File: config.mk
export PLATFORM = sky130hd
export DESIGN_NAME = pim_engine
export DESIGN_NICKNAME = d
export VERILOG_FILES = /design/src/logic/pim_pkg.sv /design/src/logic/pim_chan_if.sv /design/src/logic/pim_input_sync.sv /design/src/logic/pim_engine.sv
export SDC_FILE = /design/constraint.sdc
export NUM_CORES = 1
export LEC_CHECK = 0
export ABC_AREA = 1
export BUFFER_PORTS_ARGS = -buffer_cell sky130_fd_sc_hd__buf_2
export CAP_MARGIN = 20
export CORE_ASPECT_RATIO = 0.8
export CORE_UTILIZATION = 30
export CTS_BUF_LIST = sky130_fd_sc_hd__clkbuf_8 sky130_fd_sc_hd__clkbuf_16
export CTS_CLUSTER_SIZE = 24
export DETAILED_ROUTE_END_ITERATION = 12
export PLACE_DENSITY = 0.63
export SLEW_MARGIN = 20
export SYNTH_ARGS = -nofsm -noshare
export SYNTH_HDL_FRONTEND = slang
export SYNTH_SLANG_ARGS = --single-unit
File: constraint.sdc
create_clock -name sys_clk -period 3.3 [get_ports sys_clk]
set_clock_uncertainty 0.05 [all_clocks]
set_input_delay 0.495 -clock sys_clk [delete_from_list [all_inputs] [get_ports sys_clk]]
set_output_delay 0.495 -clock sys_clk [all_outputs]
set_load 0.02 [all_outputs]
File: src/logic/pim_pkg.sv
// shared constants and types of the pin interrupt and pattern match engine
package pim_pkg;

  // ********************************************************************
  // sizes
  // ********************************************************************
  localparam int NUM_CH  = 8;
  localparam int NUM_PAD = 18;
  localparam int SEL_W   = 5;
  localparam int CH_W    = 3;
  localparam int COND_W  = 3;

  // ********************************************************************
  // reset values
  // ********************************************************************
  localparam logic [NUM_CH-1:0] RST_CH   = 8'h00;
  localparam logic              RST_BIT  = 1'h0;

  // ********************************************************************
  // pattern slice conditions
  // ********************************************************************
  typedef enum logic [COND_W-1:0] {
    PIM_COND_ONE          = 3'b000,
    PIM_COND_STICKY_RISE  = 3'b001,
    PIM_COND_STICKY_FALL  = 3'b010,
    PIM_COND_STICKY_ANY   = 3'b011,
    PIM_COND_HIGH         = 3'b100,
    PIM_COND_LOW          = 3'b101,
    PIM_COND_ZERO         = 3'b110,
    PIM_COND_EDGE_NOW     = 3'b111
  } pim_cond_type;

endpackage

File: src/logic/pim_chan_if.sv
// synchronised channel levels and edges passed from the input stage
interface pim_chan_if #(parameter int N = 8);
  logic [N-1:0] level;
  logic [N-1:0] rise;
  logic [N-1:0] fall;
  modport drv (output level, output rise, output fall);
  modport use_side (input level, input rise, input fall);
endinterface

File: src/logic/pim_input_sync.sv
// pin selection, synchroniser and edge detection for each channel
module pim_input_sync
  import pim_pkg::*;
#(
  parameter int N_PAD = NUM_PAD,
  parameter int N_CH  = NUM_CH
) (
  input  wire logic                    sys_clk,
  input  wire logic                    rst,
  input  wire logic [N_PAD-1:0]        pad_in,
  input  wire logic [N_CH*SEL_W-1:0]   pin_select,
  pim_chan_if.drv                      chan
);

  // ********************************************************************
  // selection
  // ********************************************************************
  logic [N_CH-1:0] picked;
  logic [N_CH-1:0] sync_a;
  logic [N_CH-1:0] sync_b;
  logic [N_CH-1:0] sync_c;

  // taps the pad before the switch matrix, so any pin function is visible
  genvar g;
  generate
    for (g = 0; g < N_CH; g++) begin : g_pick
      wire [SEL_W-1:0] sel = pin_select[g*SEL_W +: SEL_W];
      assign picked[g] = (int'(sel) < N_PAD) ? pad_in[sel] : 1'b0;
    end
  endgenerate

  // ********************************************************************
  // synchroniser; sync_a is read only by sync_b
  // ********************************************************************
  always_ff @(posedge sys_clk) begin
    if (rst) begin
      sync_a <= RST_CH;
      sync_b <= RST_CH;
      sync_c <= RST_CH;
    end else begin
      sync_a <= picked;
      sync_b <= sync_a;
      sync_c <= sync_b;
    end
  end

  assign chan.level = sync_b;
  assign chan.rise  = sync_b & ~sync_c;
  assign chan.fall  = ~sync_b & sync_c;
endmodule

File: src/logic/pim_engine.sv
// pin interrupt and pattern match engine top level
//
// Contract
// Up to eight channels each take any digital pad as an interrupt source.
// Every channel drives its own interrupt line, none shared.
// An edge channel requests on rising, falling or both edges as set per channel.
// A level channel requests while its pin sits at the chosen high or low level.
// Pad choice comes from configuration and ignores the pad's current function.
// All control bits are plain inputs acting in the very next cycle.
// A pin interrupt request also raises a wake request.
// In pattern use up to eight channel inputs feed one boolean expression.
// Each slice tests a level or a transition of its chosen channel.
// Each product term raises its own interrupt when it becomes true.
// When enabled, any match pulses the processor event notification.
// The event notification may also be routed to a pin output.
// Pattern use never raises the wake request.
// The match result is offered as a level output for the switch matrix.
// Selected pads pass a two-flop synchroniser before any detection.
module pim_engine
  import pim_pkg::*;
#(
  parameter int N_PAD = NUM_PAD
) (
  input  wire logic                     sys_clk,
  input  wire logic                     rst,
  input  wire logic [N_PAD-1:0]         pad_in,
  input  wire logic [NUM_CH*SEL_W-1:0]  pin_select,
  input  wire logic [NUM_CH-1:0]        level_mode,
  input  wire logic [NUM_CH-1:0]        rise_enable,
  input  wire logic [NUM_CH-1:0]        fall_enable,
  input  wire logic [NUM_CH-1:0]        pend_clear,
  input  wire logic                     pattern_mode,
  input  wire logic [NUM_CH*CH_W-1:0]   slice_src,
  input  wire logic [NUM_CH*COND_W-1:0] slice_cond,
  input  wire logic [NUM_CH-1:0]        slice_end,
  input  wire logic                     sticky_clear,
  input  wire logic                     event_enable,
  input  wire logic                     event_to_pin,
  output logic      [NUM_CH-1:0]        irq,
  output logic                          wake_req,
  output logic                          cpu_event_notify,
  output logic                          cpu_event_pin,
  output logic                          pattern_match_out,
  output logic      [NUM_CH-1:0]        rise_seen,
  output logic      [NUM_CH-1:0]        fall_seen
);

  // ********************************************************************
  // declarations
  // ********************************************************************
  pim_chan_if #(.N(NUM_CH)) chan ();

  logic [NUM_CH-1:0] pending;
  logic [NUM_CH-1:0] next_pending;
  logic [NUM_CH-1:0] next_irq;
  logic [NUM_CH-1:0] edge_hit;
  logic [NUM_CH-1:0] level_req;
  logic [NUM_CH-1:0] hit;
  logic [NUM_CH-1:0] sticky;
  logic [NUM_CH-1:0] next_sticky;
  logic [NUM_CH-1:0] sticky_hit;
  logic [NUM_CH-1:0] cond_ok;
  logic [NUM_CH-1:0] acc;
  logic [NUM_CH-1:0] end_eff;
  logic [NUM_CH-1:0] term;
  logic [NUM_CH-1:0] term_q;
  logic [NUM_CH-1:0] term_rise;
  logic              any_rise;
  logic              next_event;

  // ********************************************************************
  // input stage
  // ********************************************************************
  pim_input_sync #(
    .N_PAD (N_PAD),
    .N_CH  (NUM_CH)
  ) u_sync (
    .sys_clk    (sys_clk),
    .rst        (rst),
    .pad_in     (pad_in),
    .pin_select (pin_select),
    .chan       (chan.drv)
  );

  // ********************************************************************
  // slice evaluation
  // ********************************************************************
  function automatic logic slice_eval(input logic [COND_W-1:0] code,
                                      input logic lvl,
                                      input logic rs,
                                      input logic fl,
                                      input logic stk);
    logic r;
    r = 1'b0;
    unique case (pim_cond_type'(code))
      PIM_COND_ONE:         r = 1'b1;
      PIM_COND_STICKY_RISE: r = stk;
      PIM_COND_STICKY_FALL: r = stk;
      PIM_COND_STICKY_ANY:  r = stk;
      PIM_COND_HIGH:        r = lvl;
      PIM_COND_LOW:         r = ~lvl;
      PIM_COND_ZERO:        r = 1'b0;
      PIM_COND_EDGE_NOW:    r = rs | fl;
    endcase
    return r;
  endfunction

  function automatic logic sticky_event(input logic [COND_W-1:0] code,
                                        input logic rs,
                                        input logic fl);
    logic r;
    r = 1'b0;
    unique case (pim_cond_type'(code))
      PIM_COND_STICKY_RISE: r = rs;
      PIM_COND_STICKY_FALL: r = fl;
      PIM_COND_STICKY_ANY:  r = rs | fl;
      PIM_COND_ONE,
      PIM_COND_HIGH,
      PIM_COND_LOW,
      PIM_COND_ZERO,
      PIM_COND_EDGE_NOW:    r = 1'b0;
    endcase
    return r;
  endfunction

  genvar j;
  generate
    for (j = 0; j < NUM_CH; j++) begin : g_slice
      wire [CH_W-1:0]   src  = slice_src[j*CH_W +: CH_W];
      wire [COND_W-1:0] code = slice_cond[j*COND_W +: COND_W];
      wire              lvl  = chan.level[src];
      wire              rs   = chan.rise[src];
      wire              fl   = chan.fall[src];
      assign sticky_hit[j] = sticky_event(code, rs, fl);
      assign cond_ok[j]    = slice_eval(code, lvl, rs, fl, sticky[j]);
      if (j == 0) begin : g_first
        assign acc[j] = cond_ok[j];
      end else begin : g_next
        // a slice after an endpoint opens a new product term
        assign acc[j] = cond_ok[j] & (slice_end[j-1] | acc[j-1]);
      end
      if (j == NUM_CH - 1) begin : g_last
        assign end_eff[j] = 1'b1;
      end else begin : g_mid
        assign end_eff[j] = slice_end[j];
      end
    end
  endgenerate

  assign term        = acc & end_eff & {NUM_CH{pattern_mode}};
  assign term_rise   = term & ~term_q;
  assign any_rise    = |term_rise;
  assign next_sticky = sticky_hit | (sticky & ~{NUM_CH{sticky_clear}});

  // ********************************************************************
  // per channel requests
  // ********************************************************************
  assign edge_hit  = ~level_mode & ((rise_enable & chan.rise) | (fall_enable & chan.fall));
  // fall_enable doubles as polarity in level mode: 1 means high active
  assign level_req = level_mode & rise_enable & ~(chan.level ^ fall_enable);
  assign hit       = pattern_mode ? term_rise : edge_hit;
  // a new hit in the clearing cycle keeps the request pending
  assign next_pending = hit | (pending & ~pend_clear);
  assign next_irq  = pattern_mode ? next_pending
                                  : ((level_mode & level_req) | (~level_mode & next_pending));
  assign next_event = event_enable & any_rise;

  // ********************************************************************
  // state
  // ********************************************************************
  always_ff @(posedge sys_clk) begin
    if (rst) begin
      pending <= RST_CH;
      sticky  <= RST_CH;
      term_q  <= RST_CH;
    end else begin
      pending <= next_pending;
      sticky  <= next_sticky;
      term_q  <= term;
    end
  end

  // ********************************************************************
  // outputs
  // ********************************************************************
  // wake is only as good as sys_clk: the clock gate above must keep it alive
  always_ff @(posedge sys_clk) begin
    if (rst) begin
      irq               <= RST_CH;
      wake_req          <= RST_BIT;
      cpu_event_notify  <= RST_BIT;
      cpu_event_pin     <= RST_BIT;
      pattern_match_out <= RST_BIT;
      rise_seen         <= RST_CH;
      fall_seen         <= RST_CH;
    end else begin
      irq               <= next_irq;
      wake_req          <= ~pattern_mode & (|next_irq);
      cpu_event_notify  <= next_event;
      cpu_event_pin     <= next_event & event_to_pin;
      pattern_match_out <= |term;
      rise_seen         <= chan.rise | (rise_seen & ~pend_clear);
      fall_seen         <= chan.fall | (fall_seen & ~pend_clear);
    end
  end
endmodule

==> out/metrics.yaml <==
status: "complete, no violations"
post_drt_wl_per_cell_um: 16.06
antenna_found_initial: 1
final_cell_mix: "nand2_1, buf_2, inv_1, o21ai_0, nand3_1"
synth_compound_area_frac: 0.2895
track_usage: 0.2191
min_from: "event_enable"
ctsResizeCount: 0
reg2reg_from: "u_sync.chan.level[3]"
cts_hold_buf: 0
ys_ff_latch: 76
worstSetupStartpointType: "flip-flop"
grt_first_pass_wirelength_mm: 39.07
clock_path_buffers: 2
io_pins: 180
drc: 0
dr_wl_met3_mm: 2.624
r2r_slack_ps: 250
yosysWarnings: 0
fin_nets: 1456
whs_ps: 334.3
antenna_cells: 0
area_growth_pct: 22.30
final_common_cell: "nand2_1"
critical_path_class: "reg2reg"
core_area_sq_um: 21620
first_iter_violations: 957
vias_per_cell: 5.271
ys_async_sr_fraction: 0
die_w_um: 168.1
fin_ws_ps: 248.6
synth_enable_flop_cells: 0
hold_class: "in2reg"
report.final.hold_viol_count: 0
fin_cells: 1582
grt_setup_unrepaired: "no"
postLayoutCellArea_sq_um: 8098
yosysSeqAreaShare: 0.2298
grt_max_degree: 39
htreeDepth: 3
finalPower_mw: 2.807
antenna_left: 0
fmax_ghz: 0.3277
synth-simple-area-share: 0.3502
die_h_um: 134.9
worstPathArrival_ps: 3290
portBuffers: 178
numCtsBuffers: 9
globalplace.congestion: 0.9308
utilization: 0.3745
maxCapViolCount: 0
drtPass1Iterations: 5
clock-sinks: 76
synth_nets: 1294
maxSlewViolCount: 0
synth_top_family_by_area: "simple AND/OR/NAND/NOR gates"
drive_gt1_frac: 0.1989
cp.required_ps: 3540
synthAdderAreaFrac: 0
clk_pin_slew_ps: 60
start_util: 0.3062
routed.top_layer: "met5"
worst-r2r-cell-count: 23
r2r_end: "cpu_event_pin"
p_leak_nw: 3.824
syn-cell-area_sq_um: 6621
grt_pass1_vias: 7284
ys_types: 47
fin_setup_tns_ps: 0
yosys.area_share.xor_xnor: 0.007937
relSlewSlack: 0.6854
end_kind: "flip-flop"
min_period_over_period: 0.9247
dp_hpwl_mm: 19.76
vias: 8338
clock_latency_ps: 340
grt_overflow: 0
hold_end: "cpu_event_notify"
p_per_area_nw_per_um2: 346.7
drt-met1-wl_mm: 11.76
netlist_instances: 1142
synth_mux_area_frac: 0
min_period_ps: 3051
whs_path_depth: 3
preCtsSetupSlack_ps: 222.3
dieArea_sq_um: 22670
cts_root_buf: "clkbuf_16"
drt-total-wl_mm: 25.41
cts_tree: "yes"
setup_viol: 0
worst_pin_slew_ps: 471.3
critPathMaxFanout: 9
synth_ff_type: "dfxtp_1"
vdd_drop_max_mv: 0.2540
syn_area_per_cell_sq_um: 5.798
place_area_sq_um: 7794
rows: 48
met2RoutedLength_mm: 10.58
post_cts_buffers: 0
placedCellCount: 1568
## layer usage
layer | global-route usage | vias up
met5 | 0 | -
met4 | 0.05960 | 2
met3 | 0.05393 | 42
met2 | 0.3208 | 379
met1 | 0.3161 | 3718
li1 | - | 4197
## registers in the layout, summed over array words and instances, names as in the netlist, 8 cells and up
register	cells
fall_seen	8
irq	8
pending	8
rise_seen	8
sticky	8
term_q	8
u_sync.chan.level	8
u_sync.sync_a	8
u_sync.sync_c	8
## how the worst max path moves through the flow
stage	start	to	slack, ps
floorplan	slice_src[12]	wake_req	870
global placement	slice_src[3]	wake_req	220
detailed placement	slice_src[3]	wake_req	220
CTS	u_sync.chan.level[3]	cpu_event_pin	310
global route	u_sync.chan.level[1]	wake_req	2
finish	u_sync.chan.level[3]	cpu_event_pin	250
## cell usage after synthesis, types with 2 or more instances
cell type | number | area, sq um
nor2_1 | 91 | 341.6
o22ai_1 | 15 | 93.84
o21ai_1 | 5 | 25.02
a31o_2 | 2 | 17.52
a32oi_1 | 2 | 17.52
or2_1 | 3 | 18.77
o211ai_1 | 26 | 195.2
nand3_1 | 108 | 540.5
o2111ai_1 | 2 | 17.52
nand3b_1 | 6 | 45.04
nor3_1 | 12 | 60.06
clkbuf_8 | 2 | 27.53
nor2_2 | 4 | 25.02
nand2_1 | 260 | 975.9
nand2_2 | 11 | 68.82
a21oi_1 | 93 | 465.5
nand4_1 | 13 | 81.33
inv_1 | 139 | 521.8
nand3_2 | 5 | 50.05
buf_2 | 11 | 55.05
o32ai_1 | 2 | 17.52
a22oi_1 | 10 | 75.07
o21ai_0 | 128 | 640.6
clkinv_1 | 3 | 11.26
nor2_4 | 5 | 56.30
o31ai_1 | 6 | 45.04
xnor2_1 | 3 | 26.28
clkbuf_2 | 2 | 10.01
or2_2 | 2 | 12.51
xor2_1 | 3 | 26.28
a31oi_1 | 9 | 56.30
o221ai_1 | 6 | 52.55
clkbuf_1 | 33 | 123.9
nor4_1 | 5 | 31.28
a211oi_1 | 19 | 142.6
inv_2 | 10 | 37.54
dfxtp_1 | 76 | 1521
## logic make-up (layout without fill, tap and decap cells)
family	after synthesis	count (layout)
simple gates	526	526
compound gates	331	331
buf+inv	203	368
flops	76	76
xor+xnor	6	6
## area by class of cell
| class | count | area, sq um |
|---|---|---|
| fillers | 2380 | 13520 |
| multi-input cells | 863 | 4288 |
| flip-flops and latches | 76 | 1521 |
| repair buffers | 201 | 1064 |
| inverters | 153 | 576.8 |
| well taps | 275 | 344.1 |
| clock buffers | 9 | 225.2 |
| clock inverters | 5 | 78.83 |
## report_power, final
part | internal (mW) | total (mW) | leakage [nW] | switching, mW
combinational | 0.269 | 0.771 | 3.05 | 0.501
clock | 0.653 | 1.06 | 0.151 | 0.405
sequential | 0.958 | 0.979 | 0.619 | 0.0211
## critical path: stages, from the launching register on
cell      delay (ps)
dfxtp_1          500
inv_2            190
nor2_2           320
nand2_1           90
nand3_1          100
nand2_1           50
nand2_1           50
nand2_1           60
nand2_1           80
nand2_2           60
nand3_2           70
nand2_1           50
nand2_1           70
nand2_2           60
nand2_2           70
nand2_2           50
nand2_2          130
nand3_2          110
or2_1            280
nand3b_1         190
inv_1             70
nand4_1          110
nand3_1           90
nor2_1            80
Power figures use the tool's default switching activity.
